### src/core/reset_brownout_protect_ctrl_consts.svh
`ifndef RESET_BROWNOUT_PROTECT_CTRL_CONSTS_SVH
`define RESET_BROWNOUT_PROTECT_CTRL_CONSTS_SVH

// ----------------------------------------------------------------
// clock and reset pin timing
// ----------------------------------------------------------------
`define CLK_PERIOD_NS      5
`define RST_PULSE_MIN_NS   50
// least time, so round up to whole cycles
`define RST_PULSE_CYC      ((`RST_PULSE_MIN_NS + `CLK_PERIOD_NS - 1) / `CLK_PERIOD_NS)
`define RST_CNT_W          8

// ----------------------------------------------------------------
// processor start and debug resources
// ----------------------------------------------------------------
`define BOOT_FETCH_ADDR    32'h0000_0000
`define DBG_BKPT_NUM       4
`define DBG_WPT_NUM        2

// ----------------------------------------------------------------
// protection patterns held in the dedicated flash word (arbitrary values)
// ----------------------------------------------------------------
`define PROT_ONE_PATTERN   32'hA5C3_0001
`define PROT_TWO_PATTERN   32'hA5C3_0002
`define PROT_THREE_PATTERN 32'hA5C3_0003
`define PROT_NOPIN_PATTERN 32'hA5C3_00F0

// ----------------------------------------------------------------
// supply drop thresholds
// ----------------------------------------------------------------
`define SDD_INT_LEVELS     3

`endif

### src/core/reset_brownout_protect_ctrl_pkg.sv
package reset_brownout_protect_ctrl_pkg;

    // power-up and reset release sequence
    typedef enum logic [2:0] {
        SQ_WAIT_SUPPLY,
        SQ_OSC_START,
        SQ_FLASH_INIT,
        SQ_LOAD,
        SQ_RUN
    } seq_state_e;

    // protection level decoded from the flash word
    typedef enum logic [1:0] {
        PROT_NONE,
        PROT_ONE,
        PROT_TWO,
        PROT_THREE
    } prot_level_e;

    // which programming commands the serial loader may run
    typedef enum logic [1:0] {
        PROG_ALL,
        PROG_NO_SECTOR0,
        PROG_ERASE_ALL_ONLY,
        PROG_NONE
    } prog_class_e;

    typedef struct packed {
        logic swd_en;       // serial-wire debug port usable
        logic bscan_mode;   // boundary-scan selected
        logic tap_pins_hw;  // test pins owned by hardware
        logic jtag_debug;   // core debug via test port
    } dbg_s;

    typedef struct packed {
        logic        pin_entry_en; // sample programming-entry pin
        logic        app_prog_ok;  // in-application calls allowed
        prog_class_e cmd_class;    // permitted loader commands
    } prog_s;

endpackage : reset_brownout_protect_ctrl_pkg

### src/core/reset_brownout_protect_ctrl.sv
`timescale 1ns/100ps
`include "reset_brownout_protect_ctrl_consts.svh"

module reset_brownout_protect_ctrl #(
    parameter int RST_PULSE_CYC = `RST_PULSE_CYC,
    parameter int BKPT_NUM      = `DBG_BKPT_NUM,
    parameter int WPT_NUM       = `DBG_WPT_NUM
) (
    input  wire logic                                  clk,            // 200 MHz oscillator clock
    input  wire logic                                  arst_n,         // power-on reset, async low
    input  wire logic                                  rst_pin,        // external reset pin level
    input  wire logic                                  wdt_rst_req,    // watchdog reset, same clock
    input  wire logic                                  supply_ok,      // supply at usable level
    input  wire logic                                  sdd_below_rst,  // below reset threshold
    input  wire logic [`SDD_INT_LEVELS-1:0]            sdd_below_int,  // below each irq threshold
    input  wire logic [1:0]                            sdd_int_sel,    // chosen irq threshold
    input  wire logic                                  sdd_rst_en,     // supply drop reset enable
    input  wire logic                                  osc_ready,      // oscillator stable
    input  wire logic                                  flash_ready,    // flash init finished
    input  wire logic [31:0]                           prot_word,      // flash protection word
    output logic                                       osc_en,         // start oscillator
    output logic                                       flash_init,     // flash init request
    output logic                                       defaults_load,  // load register defaults
    output logic                                       core_rst_n,     // internal reset, low active
    output logic [31:0]                                boot_addr,      // first fetch address
    output logic                                       sdd_irq,        // to nested_interrupt_ctrl
    output logic                                       sdd_status,     // polled status bit
    output reset_brownout_protect_ctrl_pkg::prot_level_e prot_level,   // protection level
    output reset_brownout_protect_ctrl_pkg::prog_s     prog_ctl,       // loader permissions
    output reset_brownout_protect_ctrl_pkg::dbg_s      dbg_ctl,        // debug port control
    output logic [2:0]                                 bkpt_num,       // hardware breakpoints
    output logic [1:0]                                 wpt_num         // data watchpoints
);

    // ----------------------------------------------------------------
    // pin and analog input synchronisers
    // ----------------------------------------------------------------
    localparam int SYNC_W = 3 + `SDD_INT_LEVELS;

    logic [SYNC_W-1:0] raw_in;
    logic [SYNC_W-1:0] syn_in;
    logic              pin_s;
    logic              supply_s;
    logic              below_rst_s;
    logic [`SDD_INT_LEVELS-1:0] below_int_s;

    assign raw_in = {rst_pin, supply_ok, sdd_below_rst, sdd_below_int};

    // reset pin idles high, so it leaves reset reading high
    sync_chain #(
        .WIDTH   (SYNC_W),
        .RST_VAL (8'h20)
    ) u_sync (
        .clk      (clk),
        .arst_n   (arst_n),
        .async_in (raw_in),
        .sync_out (syn_in)
    );

    assign pin_s       = syn_in[SYNC_W-1];
    assign supply_s    = syn_in[SYNC_W-2];
    assign below_rst_s = syn_in[SYNC_W-3];
    assign below_int_s = syn_in[`SDD_INT_LEVELS-1:0];

    // ----------------------------------------------------------------
    // reset pin low-time filter
    // ----------------------------------------------------------------
    logic [`RST_CNT_W-1:0] low_cnt_r;
    logic [`RST_CNT_W-1:0] low_cnt_nxt;
    logic                  pin_req;

    localparam logic [`RST_CNT_W-1:0] PULSE_CNT = RST_PULSE_CYC[`RST_CNT_W-1:0];

    // short glitches never reach the count, so they do not reset the chip
    always_comb begin
        low_cnt_nxt = low_cnt_r;
        if (pin_s) begin
            low_cnt_nxt = '0;
        end else if (low_cnt_r != PULSE_CNT) begin
            low_cnt_nxt = low_cnt_r + 1'b1;
        end
    end

    always_ff @(posedge clk or negedge arst_n) begin
        if (!arst_n) begin
            low_cnt_r <= '0;
        end else begin
            low_cnt_r <= low_cnt_nxt;
        end
    end

    assign pin_req = (low_cnt_r == PULSE_CNT);

    // ----------------------------------------------------------------
    // reset merge and release synchroniser
    // ----------------------------------------------------------------
    logic       hold_req_r;
    logic       hold_req_nxt;
    logic       rel_sync_r;
    logic       rel_sync_nxt;
    logic       chip_rst_n_r;
    logic       chip_rst_n_nxt;
    logic       merge_rst_n;

    // any source requests reset; supply drop only when enabled
    always_comb begin
        hold_req_nxt = pin_req | wdt_rst_req
                     | (sdd_rst_en & below_rst_s);
    end

    always_ff @(posedge clk or negedge arst_n) begin
        if (!arst_n) begin
            hold_req_r <= 1'b0;
        end else begin
            hold_req_r <= hold_req_nxt;
        end
    end

    // request is a flop output, so the async clear is glitch free
    assign merge_rst_n = arst_n & ~hold_req_r;

    always_comb begin
        rel_sync_nxt   = 1'b1;
        chip_rst_n_nxt = rel_sync_r;
    end

    // assert at once, release two edges later on the clock
    always_ff @(posedge clk or negedge merge_rst_n) begin
        if (!merge_rst_n) begin
            rel_sync_r   <= 1'b0;
            chip_rst_n_r <= 1'b0;
        end else begin
            rel_sync_r   <= rel_sync_nxt;
            chip_rst_n_r <= chip_rst_n_nxt;
        end
    end

    // ----------------------------------------------------------------
    // power-up sequencer
    // ----------------------------------------------------------------
    reset_brownout_protect_ctrl_pkg::seq_state_e st_r;
    reset_brownout_protect_ctrl_pkg::seq_state_e st_nxt;
    logic        osc_en_r;
    logic        osc_en_nxt;
    logic        flash_init_r;
    logic        flash_init_nxt;
    logic        load_r;
    logic        load_nxt;
    logic        core_rst_n_r;
    logic        core_rst_n_nxt;
    logic [31:0] boot_addr_r;
    logic [31:0] boot_addr_nxt;
    logic        word_take;

    // oscillator and flash start even while chip reset is still held
    always_comb begin
        st_nxt         = st_r;
        osc_en_nxt     = osc_en_r;
        flash_init_nxt = 1'b0;
        load_nxt       = 1'b0;
        core_rst_n_nxt = core_rst_n_r;
        boot_addr_nxt  = boot_addr_r;
        word_take      = 1'b0;
        case (st_r)
            reset_brownout_protect_ctrl_pkg::SQ_WAIT_SUPPLY: begin
                core_rst_n_nxt = 1'b0;
                if (supply_s) begin                            // release chain may already be open
                    osc_en_nxt = 1'b1;
                    st_nxt     = reset_brownout_protect_ctrl_pkg::SQ_OSC_START;
                end
            end
            reset_brownout_protect_ctrl_pkg::SQ_OSC_START: begin
                if (osc_ready) begin
                    flash_init_nxt = 1'b1;
                    st_nxt         = reset_brownout_protect_ctrl_pkg::SQ_FLASH_INIT;
                end
            end
            reset_brownout_protect_ctrl_pkg::SQ_FLASH_INIT: begin
                flash_init_nxt = ~flash_ready;
                if (flash_ready) begin
                    word_take = 1'b1;
                    st_nxt    = reset_brownout_protect_ctrl_pkg::SQ_LOAD;
                end
            end
            reset_brownout_protect_ctrl_pkg::SQ_LOAD: begin
                // defaults land one edge before the core leaves reset
                if (chip_rst_n_r) begin
                    load_nxt       = 1'b1;
                    boot_addr_nxt  = `BOOT_FETCH_ADDR;
                    st_nxt         = reset_brownout_protect_ctrl_pkg::SQ_RUN;
                end
            end
            reset_brownout_protect_ctrl_pkg::SQ_RUN: begin
                core_rst_n_nxt = 1'b1;
                if (!chip_rst_n_r) begin
                    core_rst_n_nxt = 1'b0;
                    st_nxt         = reset_brownout_protect_ctrl_pkg::SQ_WAIT_SUPPLY;
                end
            end
            default: begin
                st_nxt = reset_brownout_protect_ctrl_pkg::SQ_WAIT_SUPPLY;
            end
        endcase
        // supply loss, or a new reset outside SQ_OSC_START and SQ_FLASH_INIT, restarts the sequence; osc_en stays on
        if (!supply_s || (!chip_rst_n_r && st_r != reset_brownout_protect_ctrl_pkg::SQ_OSC_START
                          && st_r != reset_brownout_protect_ctrl_pkg::SQ_FLASH_INIT)) begin
            if (st_r != reset_brownout_protect_ctrl_pkg::SQ_WAIT_SUPPLY) begin
                st_nxt         = reset_brownout_protect_ctrl_pkg::SQ_WAIT_SUPPLY;
                core_rst_n_nxt = 1'b0;
                flash_init_nxt = 1'b0;
                load_nxt       = 1'b0;
                word_take      = 1'b0;
            end
        end
    end

    always_ff @(posedge clk or negedge arst_n) begin
        if (!arst_n) begin
            st_r         <= reset_brownout_protect_ctrl_pkg::SQ_WAIT_SUPPLY;
            osc_en_r     <= 1'b0;
            flash_init_r <= 1'b0;
            load_r       <= 1'b0;
            core_rst_n_r <= 1'b0;
            boot_addr_r  <= `BOOT_FETCH_ADDR;
        end else begin
            st_r         <= st_nxt;
            osc_en_r     <= osc_en_nxt;
            flash_init_r <= flash_init_nxt;
            load_r       <= load_nxt;
            core_rst_n_r <= core_rst_n_nxt;
            boot_addr_r  <= boot_addr_nxt;
        end
    end

    // ----------------------------------------------------------------
    // code protection decode
    // ----------------------------------------------------------------
    reset_brownout_protect_ctrl_pkg::prot_level_e lvl_r;
    reset_brownout_protect_ctrl_pkg::prot_level_e lvl_nxt;
    logic                                         nopin_r;
    logic                                         nopin_nxt;
    reset_brownout_protect_ctrl_pkg::prog_s       prog_r;
    reset_brownout_protect_ctrl_pkg::prog_s       prog_nxt;

    // unknown words leave the part open; only exact patterns protect
    always_comb begin
        lvl_nxt   = lvl_r;
        nopin_nxt = nopin_r;
        if (word_take) begin
            nopin_nxt = (prot_word == `PROT_NOPIN_PATTERN);
            case (prot_word)
                `PROT_ONE_PATTERN:   lvl_nxt = reset_brownout_protect_ctrl_pkg::PROT_ONE;
                `PROT_TWO_PATTERN:   lvl_nxt = reset_brownout_protect_ctrl_pkg::PROT_TWO;
                `PROT_THREE_PATTERN: lvl_nxt = reset_brownout_protect_ctrl_pkg::PROT_THREE;
                default:             lvl_nxt = reset_brownout_protect_ctrl_pkg::PROT_NONE;
            endcase
        end
        prog_nxt.app_prog_ok  = 1'b1;
        prog_nxt.pin_entry_en = ~nopin_nxt;
        case (lvl_nxt)
            reset_brownout_protect_ctrl_pkg::PROT_ONE: begin
                prog_nxt.cmd_class = reset_brownout_protect_ctrl_pkg::PROG_NO_SECTOR0;
            end
            reset_brownout_protect_ctrl_pkg::PROT_TWO: begin
                prog_nxt.cmd_class = reset_brownout_protect_ctrl_pkg::PROG_ERASE_ALL_ONLY;
            end
            reset_brownout_protect_ctrl_pkg::PROT_THREE: begin
                prog_nxt.cmd_class    = reset_brownout_protect_ctrl_pkg::PROG_NONE;
                prog_nxt.pin_entry_en = 1'b0;
            end
            default: begin
                prog_nxt.cmd_class = reset_brownout_protect_ctrl_pkg::PROG_ALL;
            end
        endcase
    end

    // locked down until the flash word has been read
    always_ff @(posedge clk or negedge arst_n) begin
        if (!arst_n) begin
            lvl_r   <= reset_brownout_protect_ctrl_pkg::PROT_THREE;
            nopin_r <= 1'b1;
            prog_r  <= '{pin_entry_en: 1'b0, app_prog_ok: 1'b1,
                         cmd_class: reset_brownout_protect_ctrl_pkg::PROG_NONE};
        end else begin
            lvl_r   <= lvl_nxt;
            nopin_r <= nopin_nxt;
            prog_r  <= prog_nxt;
        end
    end

    // ----------------------------------------------------------------
    // debug mode select
    // ----------------------------------------------------------------
    reset_brownout_protect_ctrl_pkg::dbg_s dbg_r;
    reset_brownout_protect_ctrl_pkg::dbg_s dbg_nxt;

    always_comb begin
        dbg_nxt.bscan_mode  = ~pin_s;
        dbg_nxt.tap_pins_hw = ~pin_s;
        dbg_nxt.jtag_debug  = 1'b0;
        dbg_nxt.swd_en      = pin_s && core_rst_n_nxt
                              && (lvl_nxt == reset_brownout_protect_ctrl_pkg::PROT_NONE);
    end

    always_ff @(posedge clk or negedge arst_n) begin
        if (!arst_n) begin
            dbg_r <= '0;
        end else begin
            dbg_r <= dbg_nxt;
        end
    end

    // ----------------------------------------------------------------
    // supply drop interrupt and status
    // ----------------------------------------------------------------
    logic sdd_int_r;
    logic sdd_int_nxt;

    // level follows the supply; the interrupt controller latches it
    always_comb begin
        sdd_int_nxt = 1'b0;
        if (sdd_int_sel < 2'(`SDD_INT_LEVELS)) begin
            sdd_int_nxt = below_int_s[sdd_int_sel];
        end
    end

    always_ff @(posedge clk or negedge arst_n) begin
        if (!arst_n) begin
            sdd_int_r <= 1'b0;
        end else begin
            sdd_int_r <= sdd_int_nxt;
        end
    end

    // ----------------------------------------------------------------
    // outputs
    // ----------------------------------------------------------------
    assign osc_en        = osc_en_r;
    assign flash_init    = flash_init_r;
    assign defaults_load = load_r;
    assign core_rst_n    = core_rst_n_r;
    assign boot_addr     = boot_addr_r;
    assign sdd_irq       = sdd_int_r;
    assign sdd_status    = sdd_int_r;
    assign prot_level    = lvl_r;
    assign prog_ctl      = prog_r;
    assign dbg_ctl       = dbg_r;
    assign bkpt_num      = BKPT_NUM[2:0];
    assign wpt_num       = WPT_NUM[1:0];

endmodule : reset_brownout_protect_ctrl

### src/core/sync_chain.sv
`timescale 1ns/100ps

// two-flop synchroniser for levels arriving from outside the clock
module sync_chain #(
    parameter int         WIDTH   = 1,
    parameter logic [7:0] RST_VAL = 8'h00
) (
    input  wire logic             clk,      // system clock
    input  wire logic             arst_n,   // async reset
    input  wire logic [WIDTH-1:0] async_in, // raw level
    output logic      [WIDTH-1:0] sync_out  // synchronised level
);

    logic [WIDTH-1:0] meta_r;
    logic [WIDTH-1:0] meta_nxt;
    logic [WIDTH-1:0] sync_r;
    logic [WIDTH-1:0] sync_nxt;

    // first stage is read only by the second
    always_comb begin
        meta_nxt = async_in;
        sync_nxt = meta_r;
    end

    always_ff @(posedge clk or negedge arst_n) begin
        if (!arst_n) begin
            meta_r <= RST_VAL[WIDTH-1:0];
            sync_r <= RST_VAL[WIDTH-1:0];
        end else begin
            meta_r <= meta_nxt;
            sync_r <= sync_nxt;
        end
    end

    assign sync_out = sync_r;

endmodule : sync_chain

### config.mk
export PLATFORM = sky130hd
export DESIGN_NAME = reset_brownout_protect_ctrl
export DESIGN_NICKNAME = d
export VERILOG_FILES = /design/src/core/reset_brownout_protect_ctrl_pkg.sv /design/src/core/reset_brownout_protect_ctrl.sv /design/src/core/sync_chain.sv
export VERILOG_INCLUDE_DIRS = /design/src /design/src/core
export SDC_FILE = /design/constraint.sdc
export NUM_CORES = 1
export LEC_CHECK = 0
export ABC_AREA = 1
export BUFFER_PORTS_ARGS = -buffer_cell sky130_fd_sc_hd__buf_2
export CORE_MARGIN = 4
export CORE_UTILIZATION = 45
export CTS_CLUSTER_DIAMETER = 40
export DETAILED_ROUTE_END_ITERATION = 10
export PLACE_DENSITY = 0.79
export REMOVE_ABC_BUFFERS = 1
export SLEW_MARGIN = 20
export SYNTH_ARGS = -nofsm -noshare
export SYNTH_HDL_FRONTEND = slang
export SYNTH_HIERARCHICAL = 1
export SYNTH_SLANG_ARGS = --single-unit
### constraint.sdc
create_clock -name clk -period 1.1 [get_ports clk]
set_clock_uncertainty 0.15 [all_clocks]
set_input_delay 0.055 -clock clk [delete_from_list [all_inputs] [get_ports clk]]
set_output_delay 0.055 -clock clk [all_outputs]
set_load 0.01 [all_outputs]
==> impl_metrics.tcl <==
set metrics [dict create \
    numCtsBuffers 5 \
    clk-insertion-delay-late_ps 290 \
    synth_xor_area_share_pct 0 \
    dp_cells 341 \
    first_global_vias 1529 \
    cpPeakStageDelay_ps 460 \
    drive_gt1_share_pct 45.7 \
    synth_top_family_by_area "buffers and inverters" \
    postLayoutCellArea_sq_mm 0.00282 \
    row_count 23 \
    die_h_microns 74.2 \
    critPathBufInv 0 \
    synth.ff_latch_count 38 \
    cts_max_path_buffers 2 \
    drtIter0Drc 65 \
    synthMuxAreaShare_pct 0.507 \
    drc 0 \
    hpwl_mm 2.88 \
    outcome "complete, but fails checks" \
    grt_max_degree 23 \
    areaGrowthSynthToFinish_pct 42.6 \
    root_buffer "clkbuf_8" \
    synth_fa_ha_area_share_pct 1.27 \
    io_pins 99 \
    place_area_sq_mm 0.00228 \
    cts_tree "done" \
    antenna_found_initial 0 \
    seq_area_frac_synth_pct 48.5 \
    hold_viol_final 1 \
    grt_usage_pct 15.6 \
    p_leak_nw 1.47 \
    power_mw 3.48 \
    ant_nets 0 \
    routed_wirelength_mm 4.57 \
    ys_types 32 \
    max_cap_viol_count 0 \
    finalNonFillerCells 376 \
    clock_sinks 38 \
    power.density_mw_per_mm2 1240 \
    gp_congestion 0.832 \
    syn_inst 220 \
    fin_hold_ws_ps -5.47 \
    clk_pin_slew_worst_paths_ps 80 \
    ys_warn_count 6 \
    slew_violations 0 \
    hold_path_class "in -> reg" \
    vdd_drop_max_mv 0.922 \
    cp.required_ps 1130 \
    setup_viol 26 \
    synth_compound_area_share_pct 8.17 \
    wl_per_cell_microns 12.2 \
    post-route-period-util_pct 137 \
    clock.fmax_ghz 0.665 \
    core_sq_mm 0.00412 \
    cp_max_fo 4 \
    cp_slowest_cell "dfrtp_2" \
    path_class "reg -> reg" \
    antennaDiodeCount 0 \
    synth_top_area_share_pct 40.6 \
    cp_top_family "flip-flops" \
    ys_top_cells_by_area "dfrtp_1, buf_4, dfstp_2" \
    synth-simple-area-share_pct 19.0 \
    fp.dieW_microns 74.2 \
    syn-cell-area_sq_mm 0.00197 \
    initial_core_util_pct 48.0 \
    start_kind "flop" \
    grt.overflow.total 0 \
    h-tree-depth 2 \
    grt_first_pass_wirelength_mm 6.53 \
    min_period_ps 1500 \
    critPathCaptureType "flop" \
    die_area_sq_mm 0.00551 \
    setup_slack_ps -404 \
    viasPerCell 4.40 \
    yosysTopAreaCell "dfrtp_1" \
    dr.pass1.iters 4 \
    worstPathArrival_ps 1530 \
    failed_checks "negative hold slack, negative setup slack" \
    nNetsFinal 373 \
    grt_setup_unrepaired "true" \
    fin_util_pct 68.4 \
    numPortBuffers 59 \
    avgSynthCellArea_sq_um 8.97 \
    path_cells "ha_4 -> nand2_4 -> nor3_4 -> nand2_1 -> o21ai_1 -> a21oi_1" \
    vias 1655 \
]
[final timing paths]
path                       slack [ps]         start  cells after the start      endpoint
max                              -400  low_cnt_r[1]                      6  low_cnt_r[6]
min                                -5  prot_word[5]                      5       nopin_r
max reg2reg                      -400  low_cnt_r[1]                      6  low_cnt_r[6]
min reg2reg                        20    hold_req_r                      1  chip_rst_n_r
max in group asynchronous         150        arst_n                      3    hold_req_r
min in group asynchronous          20    hold_req_r                      1  chip_rst_n_r
[cell type report]
class	count	area, sq um
fillers	300	1300
inverters	29	116
repair buffers	103	711
multi-input cells	148	856
flip-flops and latches	38	962
clock inverters	3	40.0
well taps	50	62.6
clock buffers	5	68.8
[worst register-to-register path, stage by stage (launching register included)]
cell and delay [ps]:
dfrtp_2 460, ha_4 180, nand2_4 70, nor3_4 210, nand2_1 100, o21ai_1 150, a21oi_1 60
[cells by family (layout without fill, tap and decap cells)]
| kind of cell | Yosys count | count (layout) |
|---|---|---|
| buf+inv | 72 | 140 |
| simple gates | 78 | 78 |
| fa+ha+maj | 2 | 2 |
| flops | 38 | 38 |
| compound gates | 27 | 27 |
| other cells | 2 | 40 |
| mux | 1 | 1 |
[repair_timing]
| item | CTS | global route |
|---|---|---|
| gates resized for setup | 29 | 29 |
| setup buffers | 5 | 7 |
| endpoints found under the setup margin | 25 | 26 |
| endpoints found under the hold margin | 50 | 0 |
| pin swaps | 8 | 15 |
| hold buffers | 15 | 0 |
[Yosys cell counts]
| library cell | number |
|---|---|
| inv_1 | 27 |
| buf_4 | 42 |
| nor2_2 | 3 |
| nor3_1 | 4 |
| nand3_4 | 1 |
| o21ai_2 | 1 |
| nand3_1 | 9 |
| clkinv_2 | 1 |
| o21ai_0 | 8 |
| o21ai_1 | 2 |
| ha_1 | 2 |
| nand2_2 | 2 |
| nor2_1 | 22 |
| nand4_4 | 1 |
| a211oi_1 | 1 |
| a21oi_1 | 10 |
| dfrtp_1 | 32 |
| nand4_1 | 2 |
| nand3_2 | 1 |
| dfstp_2 | 6 |
| o22ai_1 | 1 |
| mux2i_1 | 1 |
| a21oi_2 | 1 |
| a31oi_1 | 1 |
| conb_1 | 2 |
| nor2_4 | 1 |
| a21oi_4 | 1 |
| inv_2 | 1 |
| buf_6 | 1 |
| o21bai_1 | 1 |
| nand2_1 | 31 |
| nand3b_1 | 1 |
[power breakdown]
part	internal, mW	switching [mW]
clock network	0.667	0.491
registers	1.49	0.0754
logic	0.375	0.378
total	2.54	0.944
[metal layers]
layer,wire length (microns),global-route usage (%)
met5,0,0
met4,86,5.14
met3,323,5.68
met2,2580,27.9
met1,1580,17.2
[per-stage QoR]
step	setup WS, ps	TNS (ps)
after CTS	-307	-4600
after detailed placement	-318	-4230
after floorplan	-274	-2250
after global routing	-464	-7760
after global placement	-261	-3450
final	-404	-6030
[layout by cell type, fill, tap and decap left out, types with 3 or more instances in the layout]
master and instances:
buf_2 55, conb_1 40, dfrtp_1 29, nand2_1 24, inv_1 23, buf_4 23
nor2_1 18, dlygate4sd3_1 15, buf_6 10, nand2_2 8, a21oi_1 7, nor2_2 6
nand3_1 6, o21ai_1 6, dfstp_2 6, clkbuf_8 5, inv_2 4, o21ai_2 4
a21oi_2 4, nand3_2 3, dfrtp_2 3
[registers in the layout, summed over array words and instances (netlist names)]
| register | count |
|---|---|
| chip_rst_n_nxt | 1 |
| chip_rst_n_r | 1 |
| core_rst_n | 1 |
| dbg_ctl | 2 |
| defaults_load | 1 |
| flash_init | 1 |
| hold_req_r | 1 |
| low_cnt_r | 8 |
| nopin_r | 1 |
| osc_en | 1 |
| prog_ctl | 2 |
| prot_level | 2 |
| sdd_irq | 1 |
| st_r | 3 |
| u_sync/meta_r | 6 |
| u_sync/sync_out | 6 |
No activity file was read; power rests on OpenSTA's default activity.
